File: src/hw/ghp_consts.vh
// Shared constants for the graphics host bus port.
`ifndef GHP_CONSTS_VH
`define GHP_CONSTS_VH

// Widths of the host address and shared data buses.
`define GHP_ADDR_W      22
`define GHP_DATA_W      16

// Number of host strobe and grant lines that pass through the sampling stage.
`define GHP_SYNC_W      4

// Bit positions of the sampled strobes and grant inside the sampling vector.
`define GHP_SB_RD       0
`define GHP_SB_WR       1
`define GHP_SB_CS       2
`define GHP_SB_GNT      3

// Reset values of the captured straps.
`define GHP_RST_SYNC    1'h0
`define GHP_RST_STYLE   1'h0
`define GHP_RST_TEST    2'h3

// Value of the divider flop that means phase 2 is current.
`define GHP_PHASE2      1'h1

// Default byte address of the interrupt register inside the host memory interface.
`define GHP_INTREG_ADDR 22'h00002A

// Depth of the internal reset synchroniser.
`define GHP_RST_STAGES  2

`endif

File: src/hw/ghp_rst.v
// Internal reset synchroniser: asynchronous assertion, clocked release.
`timescale 1ns/1ps
`include "ghp_consts.vh"
module ghp_rst #(
   parameter STAGES = `GHP_RST_STAGES
) (
   input  wire i_clk,
   input  wire i_rst_n,
   output wire o_rst_n
);

   reg [STAGES-1:0] chain_ff;   // Shift chain of ones after release.

   // Assertion is immediate so activity halts at once; release waits for the clock.
   always @(posedge i_clk or negedge i_rst_n) begin
      if (!i_rst_n) begin
         chain_ff <= {STAGES{1'b0}};
      end else begin
         chain_ff <= {chain_ff[STAGES-2:0], 1'b1};
      end
   end

   assign o_rst_n = chain_ff[STAGES-1];

endmodule

File: src/hw/ghp_sync.v
// Two-flop sampling stage for host strobes with a strap-selected bypass.
`timescale 1ns/1ps
module ghp_sync #(
   parameter WIDTH = 4
) (
   input  wire             i_clk,
   input  wire             i_rst_n,
   input  wire             i_bypass,
   input  wire [WIDTH-1:0] i_raw,
   output wire [WIDTH-1:0] o_smp
);

   reg [WIDTH-1:0] meta_ff;   // First stage, read only by the second stage.
   reg [WIDTH-1:0] stab_ff;   // Second stage, safe to use.

   // Strobes idle high, so both stages reset to the inactive level.
   always @(posedge i_clk or negedge i_rst_n) begin
      if (!i_rst_n) begin
         meta_ff <= {WIDTH{1'b1}};
         stab_ff <= {WIDTH{1'b1}};
      end else begin
         meta_ff <= i_raw;
         stab_ff <= meta_ff;
      end
   end

   // In synchronous mode the pins already meet setup, so the two-cycle delay is skipped.
   assign o_smp = i_bypass ? i_raw : stab_ff;

endmodule

File: src/hw/ghp_top.v
// Host bus port: slave access, bus hold master cycles, straps, interrupt and clock phase.
//
// Overview of operation
// - Upper byte strobe at reset picks sampling mode.
// - Memory/IO select at reset picks bus style.
// - Read and write strobes at reset pick test.
// - Address lines driven only while owning bus.
// - Upper byte strobe driven low as master.
// - Memory/IO select driven high as master.
// - Slave cycle valid only with chip select.
// - Master enable high exactly while owning bus.
// - Slave enable high from completion until strobe release.
// - Ready sampled synchronously; cycle waits for it.
// - Hold request high while engines need bus.
// - Interrupt set by a rising edge of either engine interrupt.
// - Interrupt register access clears the interrupt.
// - Reset synchronised internally; all logic initialised.
// - Reset leading edge forces phase 2.
// - Double clock divided by two into phases.
// - One shared 16-bit data bus.
// - Drop hold request when unneeded outside a running cycle, or when grant lost.
// - Drive bus lines only after grant received.
// - New slave command waits for previous completion.
// - Slave accesses served while awaiting grant.
`timescale 1ns/1ps
`include "ghp_consts.vh"
module ghp_top #(
   parameter AW          = `GHP_ADDR_W,
   parameter DW          = `GHP_DATA_W,
   parameter INTREG_ADDR = `GHP_INTREG_ADDR
) (
   input  wire          I_MCLK,
   input  wire          I_RSTN,
   // Host address pins.
   input  wire [AW-1:0] I_HOST_ADDR,
   output reg  [AW-1:0] O_HOST_ADDR,
   output wire          O_HOST_ADDR_OE,
   // Shared data bus pins.
   input  wire [DW-1:0] I_SHARED_DATA_BUS,
   output reg  [DW-1:0] O_SHARED_DATA_BUS,
   output wire          O_SHARED_DATA_BUS_OE,
   // Host strobe pins.
   input  wire          I_UPPER_BYTE_STROBE_N,
   output reg           O_UPPER_BYTE_STROBE_N,
   output wire          O_UPPER_BYTE_STROBE_OE,
   input  wire          I_RD_N,
   output reg           O_RD_N,
   output wire          O_RD_OE,
   input  wire          I_WR_N,
   output reg           O_WR_N,
   output wire          O_WR_OE,
   input  wire          I_MEM_IO,
   output wire          O_MEM_IO,
   output wire          O_MEM_IO_OE,
   input  wire          I_CS_N,
   input  wire          I_READY_N,
   // Bus ownership, slave enable and interrupt pins.
   output wire          O_MASTER_DRIVE_FLAG,
   output wire          O_SLAVE_DONE_FLAG,
   output reg           O_BUS_HOLD_REQUEST,
   input  wire          I_BUS_HOLD_GRANT,
   output reg           O_INTERRUPT_OUT,
   // Engine side of master cycles.
   input  wire          I_DISP_NEED,
   input  wire          I_DRAW_NEED,
   input  wire          I_MST_REQ,
   input  wire [AW-1:0] I_MST_ADDR,
   input  wire          I_MST_WE,
   input  wire [DW-1:0] I_MST_WDATA,
   output reg           O_MST_ACK,
   output reg  [DW-1:0] O_MST_RDATA,
   // Internal side of slave cycles.
   output reg           O_SLV_REQ,
   output reg  [AW-1:0] O_SLV_ADDR,
   output reg           O_SLV_WE,
   output reg           O_SLV_MEM_IO,
   output reg           O_SLV_UB_N,
   output reg  [DW-1:0] O_SLV_WDATA,
   input  wire          I_SLV_DONE,
   input  wire [DW-1:0] I_SLV_RDATA,
   // Engine interrupts.
   input  wire          I_DRAW_INT,
   input  wire          I_DISP_INT,
   // Captured straps and clock phase.
   output reg           O_SYNC_MODE,
   output reg           O_BUS_STYLE,
   output reg  [1:0]    O_TEST_MODE,
   output reg           O_PHASE2
);

   // Slave states, one-hot.
   localparam [3:0] S_IDLE = 4'h1;   // Watching the strobes.
   localparam [3:0] S_BUSY = 4'h2;   // Internal logic services the access.
   localparam [3:0] S_DONE = 4'h4;   // Slave enable high, waiting for strobe release.

   // Master states, one-hot.
   localparam [3:0] M_IDLE = 4'h1;   // Bus not needed.
   localparam [3:0] M_REQ  = 4'h2;   // Hold request raised, awaiting grant.
   localparam [3:0] M_OWN  = 4'h4;   // Bus owned, no cycle running.
   localparam [3:0] M_CYC  = 4'h8;   // Cycle running, awaiting ready.

   wire                  rst_n;       // Synchronised reset.
   wire [`GHP_SYNC_W-1:0] smp;        // Sampled strobes and grant.
   reg  [3:0]            s_ff;        // Slave state.
   reg  [3:0]            nxt_s;
   reg  [3:0]            m_ff;        // Master state.
   reg  [3:0]            nxt_m;
   reg                   rd_drv_ff;   // Drive read data to the host.
   reg  [DW-1:0]         slv_rdata_ff; // Read data returned to the host.
   reg  [DW-1:0]         m_wdata_ff;  // Write data held during a master cycle.
   reg                   m_we_ff;     // Direction of the running master cycle.
   reg                   draw_int_ff; // Previous engine interrupt levels.
   reg                   disp_int_ff;
   wire                  need;        // Some engine needs the external bus.
   wire                  gnt;         // Grant as seen by the logic.
   wire                  slv_cmd;     // Host cycle aimed at this device.
   wire                  int_set;
   wire                  int_clr;

   // Straps choose sampling, so they gate the bypass of the sampling stage.
   ghp_rst #(
      .STAGES (`GHP_RST_STAGES)
   ) u_rst (
      .i_clk   (I_MCLK),
      .i_rst_n (I_RSTN),
      .o_rst_n (rst_n)
   );

   ghp_sync #(
      .WIDTH (`GHP_SYNC_W)
   ) u_sync (
      .i_clk    (I_MCLK),
      .i_rst_n  (rst_n),
      .i_bypass (O_SYNC_MODE),
      .i_raw    ({~I_BUS_HOLD_GRANT, I_CS_N, I_WR_N, I_RD_N}),
      .o_smp    (smp)
   );

   // True when a slave address hits the interrupt register.
   function is_intreg;
      input [AW-1:0] a;
      begin
         is_intreg = (a == INTREG_ADDR);
      end
   endfunction

   // Straps reload after the external release while the internal reset is held; the last load is its release edge.
   always @(posedge I_MCLK or negedge I_RSTN) begin
      if (!I_RSTN) begin
         O_SYNC_MODE <= `GHP_RST_SYNC;
         O_BUS_STYLE <= `GHP_RST_STYLE;
         O_TEST_MODE <= `GHP_RST_TEST;
      end else if (!rst_n) begin
         O_SYNC_MODE <= I_UPPER_BYTE_STROBE_N;
         O_BUS_STYLE <= I_MEM_IO;
         O_TEST_MODE <= {I_WR_N, I_RD_N};
      end
   end

   // Divide-by-two phase; held at phase 2 from the leading edge of reset.
   always @(posedge I_MCLK or negedge rst_n) begin
      if (!rst_n) begin
         O_PHASE2 <= `GHP_PHASE2;
      end else begin
         O_PHASE2 <= ~O_PHASE2;
      end
   end

   assign need    = I_DISP_NEED | I_DRAW_NEED;
   assign gnt     = ~smp[`GHP_SB_GNT];   // Sampled inverted: reset ones mean no grant.
   // A cycle counts only while chip select qualifies a strobe.
   assign slv_cmd = ~smp[`GHP_SB_CS] & (~smp[`GHP_SB_RD] | ~smp[`GHP_SB_WR]);

   // Slave state choice; a new command is taken only from idle.
   always @* begin
      nxt_s = s_ff;
      case (s_ff)
         S_IDLE: begin
            if (slv_cmd) begin
               nxt_s = S_BUSY;
            end
         end
         S_BUSY: begin
            if (I_SLV_DONE) begin
               nxt_s = S_DONE;
            end
         end
         S_DONE: begin
            // The host holds the strobe until it sees ready; wait for its release.
            if (smp[`GHP_SB_RD] & smp[`GHP_SB_WR]) begin
               nxt_s = S_IDLE;
            end
         end
         default: begin
            nxt_s = S_IDLE;
         end
      endcase
   end

   // Slave state, captured access and read data.
   always @(posedge I_MCLK or negedge rst_n) begin
      if (!rst_n) begin
         s_ff         <= S_IDLE;
         O_SLV_REQ    <= 1'b0;
         O_SLV_ADDR   <= {AW{1'b0}};
         O_SLV_WE     <= 1'b0;
         O_SLV_MEM_IO <= 1'b0;
         O_SLV_UB_N   <= 1'b1;
         O_SLV_WDATA  <= {DW{1'b0}};
         rd_drv_ff    <= 1'b0;
         slv_rdata_ff <= {DW{1'b0}};
      end else begin
         s_ff      <= nxt_s;
         O_SLV_REQ <= (s_ff == S_IDLE) & slv_cmd;
         if ((s_ff == S_IDLE) & slv_cmd) begin
            O_SLV_ADDR   <= I_HOST_ADDR;
            O_SLV_WE     <= ~smp[`GHP_SB_WR];
            O_SLV_MEM_IO <= I_MEM_IO;
            O_SLV_UB_N   <= I_UPPER_BYTE_STROBE_N;
            O_SLV_WDATA  <= I_SHARED_DATA_BUS;
         end
         // Read data goes out only for reads, and stops when the strobe lifts.
         rd_drv_ff <= (nxt_s == S_DONE) & ~O_SLV_WE;
         // Read data is taken with the completion so it stands through the done phase.
         if ((s_ff == S_BUSY) & I_SLV_DONE) begin
            slv_rdata_ff <= I_SLV_RDATA;
         end
      end
   end

   // Slave enable doubles as data path enable and ready.
   assign O_SLAVE_DONE_FLAG = (s_ff == S_DONE);

   // Master state choice.
   always @* begin
      nxt_m = m_ff;
      case (m_ff)
         M_IDLE: begin
            if (need) begin
               nxt_m = M_REQ;
            end
         end
         M_REQ: begin
            if (!need) begin
               nxt_m = M_IDLE;
            end else if (gnt) begin
               nxt_m = M_OWN;
            end
         end
         M_OWN: begin
            if (!need | !gnt) begin
               nxt_m = M_IDLE;
            end else if (I_MST_REQ) begin
               nxt_m = M_CYC;
            end
         end
         M_CYC: begin
            // Losing the grant aborts; the engine must retry the cycle.
            if (!gnt) begin
               nxt_m = M_IDLE;
            end else if (!I_READY_N) begin
               nxt_m = M_OWN;
            end
         end
         default: begin
            nxt_m = M_IDLE;
         end
      endcase
   end

   // Master state, request line, pin values and cycle results.
   always @(posedge I_MCLK or negedge rst_n) begin
      if (!rst_n) begin
         m_ff                  <= M_IDLE;
         O_BUS_HOLD_REQUEST    <= 1'b0;
         O_HOST_ADDR           <= {AW{1'b0}};
         O_RD_N                <= 1'b1;
         O_WR_N                <= 1'b1;
         O_UPPER_BYTE_STROBE_N <= 1'b1;
         m_wdata_ff            <= {DW{1'b0}};
         m_we_ff               <= 1'b0;
         O_MST_ACK             <= 1'b0;
         O_MST_RDATA           <= {DW{1'b0}};
      end else begin
         m_ff               <= nxt_m;
         O_BUS_HOLD_REQUEST <= (nxt_m != M_IDLE);
         O_MST_ACK          <= (m_ff == M_CYC) & gnt & ~I_READY_N;
         if ((m_ff == M_OWN) & (nxt_m == M_CYC)) begin
            O_HOST_ADDR <= I_MST_ADDR;
            m_wdata_ff  <= I_MST_WDATA;
            m_we_ff     <= I_MST_WE;
         end
         if ((m_ff == M_CYC) & gnt & ~I_READY_N & ~m_we_ff) begin
            O_MST_RDATA <= I_SHARED_DATA_BUS;
         end
         O_RD_N                <= ~((nxt_m == M_CYC) & ~((m_ff == M_CYC) ? m_we_ff : I_MST_WE));
         O_WR_N                <= ~((nxt_m == M_CYC) & ((m_ff == M_CYC) ? m_we_ff : I_MST_WE));
         O_UPPER_BYTE_STROBE_N <= ~((nxt_m == M_OWN) | (nxt_m == M_CYC));
      end
   end

   // Ownership begins only once the grant has answered the request.
   assign O_MASTER_DRIVE_FLAG    = (m_ff == M_OWN) | (m_ff == M_CYC);
   assign O_HOST_ADDR_OE         = O_MASTER_DRIVE_FLAG;
   assign O_UPPER_BYTE_STROBE_OE = O_MASTER_DRIVE_FLAG;
   assign O_RD_OE                = O_MASTER_DRIVE_FLAG;
   assign O_WR_OE                = O_MASTER_DRIVE_FLAG;
   assign O_MEM_IO_OE            = O_MASTER_DRIVE_FLAG;
   assign O_MEM_IO               = 1'b1;

   // Shared data bus: master writes or slave reads; slave read data wins when both are enabled.
   always @* begin
      O_SHARED_DATA_BUS = rd_drv_ff ? slv_rdata_ff : m_wdata_ff;
   end
   assign O_SHARED_DATA_BUS_OE = rd_drv_ff | ((m_ff == M_CYC) & m_we_ff);

   // Interrupt: a rising engine interrupt sets it, a slave access to the register
   // clears it, and a set in the clearing cycle wins so no event is lost.
   assign int_set = (I_DRAW_INT & ~draw_int_ff) | (I_DISP_INT & ~disp_int_ff);
   assign int_clr = O_SLV_REQ & is_intreg(O_SLV_ADDR);
   always @(posedge I_MCLK or negedge rst_n) begin
      if (!rst_n) begin
         draw_int_ff     <= 1'b0;
         disp_int_ff     <= 1'b0;
         O_INTERRUPT_OUT <= 1'b0;
      end else begin
         draw_int_ff <= I_DRAW_INT;
         disp_int_ff <= I_DISP_INT;
         if (int_set) begin
            O_INTERRUPT_OUT <= 1'b1;
         end else if (int_clr) begin
            O_INTERRUPT_OUT <= 1'b0;
         end
      end
   end

endmodule

File: config.mk
export PLATFORM = sky130hd
export DESIGN_NAME = ghp_top
export DESIGN_NICKNAME = d
export VERILOG_FILES = /design/src/hw/ghp_rst.v /design/src/hw/ghp_sync.v /design/src/hw/ghp_top.v
export VERILOG_INCLUDE_DIRS = /design/src /design/src/hw
export SDC_FILE = /design/constraint.sdc
export NUM_CORES = 1
export LEC_CHECK = 0
export BUFFER_PORTS_ARGS = -buffer_cell sky130_fd_sc_hd__buf_2
export CORE_UTILIZATION = 41
export CTS_BUF_LIST = sky130_fd_sc_hd__clkbuf_4
export DETAILED_ROUTE_END_ITERATION = 10
export GPL_TIMING_DRIVEN = 0
export PLACE_DENSITY_LB_ADDON = 0.05
export SKIP_LAST_GASP = 1
export SLEW_MARGIN = 10
export SYNTH_ARGS = -nofsm -noshare
export SYNTH_HDL_FRONTEND = slang
export SYNTH_SLANG_ARGS = --single-unit
File: constraint.sdc
create_clock -name I_MCLK -period 5.9 [get_ports I_MCLK]
set_clock_uncertainty 0.15 [all_clocks]
set_input_delay 0.885 -clock I_MCLK [delete_from_list [all_inputs] [get_ports I_MCLK]]
set_output_delay 0.885 -clock I_MCLK [all_outputs]
set_load 0.05 [all_outputs]
==> impl_results.md, run 1 <==
* Result of the run: completed
* Die Height at 123.3 um
* Synth-to-layout area growth at 28.09%
* Placed wire-length estimate at 9307 um
* Number of setup violations in the final report at 0
* Max-Slew Margin vs Limit at 57.08%
* Class of the most critical setup path: flip-flop to output port
* Achievable Freq at 289.6 MHz
* Mapped Area at 0.006035 mm2
* Die boundary width at 123.3 um
* Total via count in the routed design at 3917
* Post-Synthesis Mean Instance Area at 15.96 um2
* Floorplan Core Area at 0.01410 mm2
* Cts repair resizes at 0
* Root buffer cell: clkbuf_4
* Areal power density over the cells at 489.0 mW/mm2
* Share of synthesized area occupied by flip-flops and latches at 60.48%
* Vias in the first global route at 4011
* CP Capture Type: output port
* Synth cell types at 50
* Post-CTS setup buffer count at 0
* DRC violations left at 0
* Port Buffers at 222
* Slew at the pin closest to its max-slew limit at 0.6390 ns
* IR drop worst, VDD at 0.2821 mV
* CTS Buf Count at 17
* Drt pass-1 iters at 4
* TritonCTS clock tree: done
* RSZ-0062 raised after global routing: no
* EDFF count, synth at 0
* First-pass GRT wire length at 19940 um
* Pin count of the biggest net entering global routing at 66
* Number of core rows at 43
* Class of the tightest hold or removal check: flip-flop to async pin
* Clock period minus worst slack at 3.453 ns
* Maximum fanout along the worst path at 10
* Share of cells above drive strength 1 at 66.82%
* Synth Register Bits at 145
* Worst endpoint required time at 4.87 ns
* Final TNS setup at 0 ns
* Number of pins exceeding their max-slew limit in the final report at 0
* Clock-pin slew of the registers on the worst-case setup and hold paths at 0.12 ns
* Most common cell after layout, fill and taps aside: buf_2
* Area of the die at 0.01521 mm2
* Worst hold-check slack at 0.1753 ns
* Cell Area, Placed at 0.007426 mm2
* IO Pins at 224
* Post-DRT Antenna Nets at 0
* Data arrival time of the critical path at 2.42 ns
* Post-synth top flop: dfrtp_1
* Final instance area at 0.007730 mm2
* Portion of the clock cycle consumed by the worst path in the final layout at 58.52%
* Net total in the final layout at 731
* Commonest non-fill, non-tap cells in the layout: 226 x buf_2, 127 x dfrtp_1, 85 x mux2_2, 40 x mux2_4, 20 x clkbuf_4
* Reg-to-reg slack, setup at 3.71 ns
* Final Hold Fails at 0
* Yosys warning count at 0
* Bufs on Longest Clock Path at 2
* H-tree depth at 4
* Final weighted congestion of routability-driven global placement at 0.8033
* Grt ovf at 0
* All-Layer GR Usage at 17.42%
* Starting density of the core at 42.81%
* Crit start category: flip-flop
* Sum of routed wire length over all layers at 12690 um
* MaxCap Viol Count at 0
* Static power due to leakage at 4.027 nW
* Total clock sinks at 145
* WL per Instance at 15.53 um
* Clock latency at the later pin of the worst-skew pair at 0.54 ns
* Initial antenna violation count at 1
* Ys async rst share at 100.0%
* Initial detailed-routing violation count at 201
* Cells after Synth at 378
* Per-cell via count in the routed design at 4.794
==> repair_timing <==
| action | CTS | global route |
|---|---|---|
| endpoints found under the setup margin | 0 | 0 |
| hold endpoints to repair | 4 | 0 |
| hold buffers | 1 | 0 |
==> cell usage after synthesis (5+ instances only) <==
library cell  instances  area (um2)
mux2_2               85       957.2
dfrtp_1             128        3203
dfstp_2              17       446.7
mux2_4               40       600.6
buf_4                 6       45.04
nor4b_1               5       43.79
inv_1                 7       26.28
buf_6                 5       56.30
nand2_1               6       22.52
nor3_1                5       25.02
mux2_1                7       78.83
==> routing by layer <==
layer	track usage (%)	vias up	share of wire, %
met5	0	-	0
li1	-	1835	-
met4	6.551	0	1.4
met3	6.734	15	8.1
met1	21.36	1939	42
met2	27.72	128	48
==> flip-flops by register name (all words and copies together) (netlist names), 16 cells and up <==
| signal | cells |
|---|---|
| O_HOST_ADDR | 22 |
| O_SLV_ADDR | 22 |
| O_MST_RDATA | 16 |
| O_SLV_WDATA | 16 |
| m_wdata_ff | 16 |
| slv_rdata_ff | 16 |
==> worst paths after layout <==
kind | cells after the start | start | endpoint
worst max-delay path | 4 | rd_drv_ff | O_SHARED_DATA_BUS[12]
worst min-delay path | 0 | u_rst.chain_ff[1] | O_SLV_WDATA[2]
worst max register to register | 6 | O_SYNC_MODE | O_MST_RDATA[8]
worst min register to register | 0 | u_rst.chain_ff[1] | O_SLV_WDATA[2]
max in group asynchronous | 1 | u_rst.chain_ff[1] | u_sync.meta_ff[0]
min in group I_MCLK | 0 | u_sync.meta_ff[1] | u_sync.stab_ff[1]
==> kinds of logic (layout without fill, tap and decap cells) <==
family / Yosys count / count (layout) / synth area share [%]
mux: 136 / 136 / 27.78
other cells: 2 / 4 / 0.1245
simple gates: 43 / 43 / 5.080
flops: 145 / 145 / 60.48
buf+inv: 31 / 288 / 4.001
compound gates: 19 / 19 / 2.239
xor+xnor: 2 / 2 / 0.2903
==> power by group <==
group	switching, mW	internal (mW)	leakage (nW)
Sequential	0.158	1.28	1.83
Clock	0.345	0.303	0.158
Combinational	1.16	0.538	2.04
Total	1.66	2.12	4.03
==> through the flow <==
stage,util [%],cells,power (mW),setup slack (ns)
floorplan,-,379,2.775,1.446
global placement,52.32,781,3.135,-0.1542
detailed placement,52.68,783,3.166,2.986
CTS,54.82,816,3.825,2.348
global route,54.82,816,3.976,2.271
finish,54.84,817,3.780,2.447
==> worst max-delay path, stage by stage, from the launching register on <==
cell      delay (ns)
dfrtp_1         0.35
clkbuf_1        0.37
buf_1           0.54
mux2_2          0.41
buf_2           0.21
==> layout make-up <==
class | instances | area [um2]
clock buffer | 20 | 150.1
clock inverter | 12 | 141.4
buffer | 24 | 215.2
timing repair buffer | 225 | 1169
fill | 1229 | 6366
tap | 180 | 225.2
inverter | 7 | 26.28
sequential | 145 | 3654
multi-input combinational | 203 | 2147
antenna | 1 | 2.502
Note: power is estimated with default switching activity, not from simulation.
==> inputs of run 2 (changes only) <==
==> constraint.sdc (replaced) <==
create_clock -name I_MCLK -period 2.8 [get_ports I_MCLK]
set_clock_uncertainty 0.15 [all_clocks]
set_input_delay 0.42 -clock I_MCLK [delete_from_list [all_inputs] [get_ports I_MCLK]]
set_output_delay 0.42 -clock I_MCLK [all_outputs]
set_load 0.05 [all_outputs]
==> run 2 against run 1 <==
Effect of this change: hold slack lost 0.10 ns; core utilization grew 7.4 points; sequential share of layout area fell by 5.6 points; via count increased by 8.3%; cell area grew 13%; non-clock buffer count grew 101; combinational power increased by 120%; register-to-register slack worse by 3.1 ns; critical path depth decreased by 1.
==> impl_results.md, run 2 (synthesis gave the netlist of run 1 again) <==
* Clock period minus worst slack at 2.622 ns
* Vias in the first global route at 4483 (+12%)
* Max-Slew Margin vs Limit at 58.49% (+1.4 points)
* Core utilization of the finished layout at 62.22% (+7.4 points)
* Number of core rows at 43 (unchanged)
* Final weighted congestion of routability-driven global placement at 0.8024 (-0.11%)
* Total clock sinks at 145 (unchanged)
* TritonCTS clock tree: done
* CTS Buf Count at 17 (unchanged)
* All-Layer GR Usage at 18.90% (+1.5 points)
* Class of the most critical setup path: flip-flop to output port
* Areal power density over the cells at 926.4 mW/mm2 (+89%)
* Total of fill cells in the finished design at 1146 (-6.8%)
* Achievable Freq at 381.3 MHz
* Final instance area at 0.008771 mm2 (+13%)
* Number of setup violations in the final report at 0 (unchanged)
* Post-route non-filler standard cell count at 917 (+12%)
* Result of the run: completed
* Area of the die at 0.01521 mm2 (unchanged)
* Crit start category: flip-flop
* Commonest non-fill, non-tap cells in the layout: 227 x buf_2, 127 x dfrtp_1, 104 x dlygate4sd3_1, 85 x mux2_2, 40 x mux2_4
* Met2 Use GR at 30.59% (+2.9 points)
* Starting density of the core at 42.81% (unchanged)
* DRC violations left at 0 (unchanged)
* Most common cell after layout, fill and taps aside: buf_2
* Floorplan Core Area at 0.01410 mm2 (unchanged)
* Initial detailed-routing violation count at 170 (-15%)
* Placed wire-length estimate at 9286 um (-0.22%)
* Die Height at 123.3 um (unchanged)
* Clock latency at the later pin of the worst-skew pair at 0.53 ns (about the same)
* Cell Area, Placed at 0.007438 mm2 (+0.17%)
* Sum of routed wire length over all layers at 13820 um (+8.9%)
* Share of cells above drive strength 1 at 58.07% (-8.8 points)
* Drt pass-1 iters at 4 (unchanged)
* Grt ovf at 0 (unchanged)
* Top Registers: O_HOST_ADDR x22, O_SLV_ADDR x22
* Slew at the pin closest to its max-slew limit at 0.6180 ns (-0.02100 ns)
* First-pass GRT wire length at 21820 um (+9.4%)
* WL per Instance at 15.07 um (-3.0%)
* Synth-to-layout area growth at 45.35%
* IO Pins at 224 (unchanged)
* Net total in the final layout at 832 (+14%)
* Number of pins exceeding their max-slew limit in the final report at 0 (unchanged)
* Worst endpoint required time at 2.23 ns (-2.64 ns)
* Port Buffers at 222 (unchanged)
* Overall power after layout at 8.125 mW (+110%)
* Maximum fanout along the worst path at 10 (unchanged)
* Bufs on Longest Clock Path at 2 (unchanged)
* FF-to-FF End: O_HOST_ADDR[19]
* Initial antenna violation count at 0 (-1)
* Total via count in the routed design at 4241 (+8.3%)
* Die boundary width at 123.3 um (unchanged)
* Diodes inserted at 0 (-1)
* MaxCap Viol Count at 0 (unchanged)
* H-tree depth at 4 (unchanged)
* Worst reg2reg path startpoint: m_ff[3]
* Pin count of the biggest net entering global routing at 64 (-3.0%)
* RSZ-0062 raised after global routing: no
* Final Hold Fails at 0 (unchanged)
* Number of cells on the worst reg-to-reg path at 6 (unchanged)
* CP Capture Type: output port
* Per-cell via count in the routed design at 4.625 (-3.5%)
* Met1 usage at 23.57% (+2.2 points)
* Routing usage on met3 at 5.996% (-0.74 points)
* Root buffer cell: clkbuf_4
* Post-DRT Antenna Nets at 0 (unchanged)
* Post-CTS setup buffer count at 0 (unchanged)
* Portion of the clock cycle consumed by the worst path in the final layout at 93.65%
* Class of the tightest hold or removal check: input port to async pin
* Peak-usage layer in the global routing report: met2
* IR drop worst, VDD at 0.4804 mV (+70%)
* Worst hold-check slack at 0.07164 ns (-0.1037 ns)
* Reg-to-reg slack, setup at 0.61 ns (-3.10 ns)
* Count of placed standard cells including taps at 783 (unchanged)
* Clock-pin slew of the registers on the worst-case setup and hold paths at 0.12 ns (about the same)
* Data arrival time of the critical path at 2.05 ns (-0.37 ns)
* Static power due to leakage at 4.463 nW (+11%)
run 2: metal layers:
layer	part of all wire (%)	up-vias	wire length (um)
met2	48	146	6640
met3	7.5	16	1038
met4	1.4	0	189
met5	0	-	0
met1	43	2051	5950
li1	-	2028	-
run 2: how the worst max path moves through the flow:
| stage | end | from |
|---|---|---|
| detailed placement | O_SHARED_DATA_BUS[9] | rd_drv_ff |
| global placement | slv_rdata_ff[8] | u_rst.chain_ff[1] |
| floorplan | rd_drv_ff | s_ff[0] |
| finish | O_SHARED_DATA_BUS[9] | rd_drv_ff |
| global route | O_SHARED_DATA_BUS_OE | m_ff[0] |
| CTS | O_SHARED_DATA_BUS_OE | m_ff[3] |
run 2: power breakdown:
group          internal [mW]  switching [mW]  total (mW)
logic                   1.23            2.48        3.71
clock network          0.652           0.734        1.39
registers               2.69           0.339        3.03
total                   4.57            3.55        8.13
run 2: area by class of cell:
type | instances | area (um2) | area share [%]
plain buffers | 22 | 209.0 | 2.382
clock buffers | 21 | 157.7 | 1.797
clock inverters | 11 | 140.1 | 1.598
inverters | 7 | 26.28 | 0.2996
multi-input cells | 203 | 2152 | 24.54
flip-flops and latches | 145 | 3654 | 41.65
well taps | 180 | 225.2 | 2.568
repair buffers | 328 | 2207 | 25.16
run 2: per-stage QoR:
stage | setup TNS, ns | setup WS [ns]
floorplan | 0 | 0.01638
global placement | -76.29 | -0.6030
detailed placement | 0 | 0.3177
CTS | 0 | 0.07198
global route | 0 | 0.04067
finish | 0 | 0.1777
run 2: worst max-delay path, cell delays in order, from the launching register on:
cell and delay, ns:
dfrtp_1 0.58, buf_2 0.36, mux2_2 0.37, buf_2 0.21
run 2: repair_timing:
action | 4_1_cts | 5_1_grt
resized for setup | 1 | 0
cloned | 0 | 0
hold buffers | 104 | 0
endpoints found under the setup margin | 10 | 6
endpoints found under the hold margin | 132 | 0
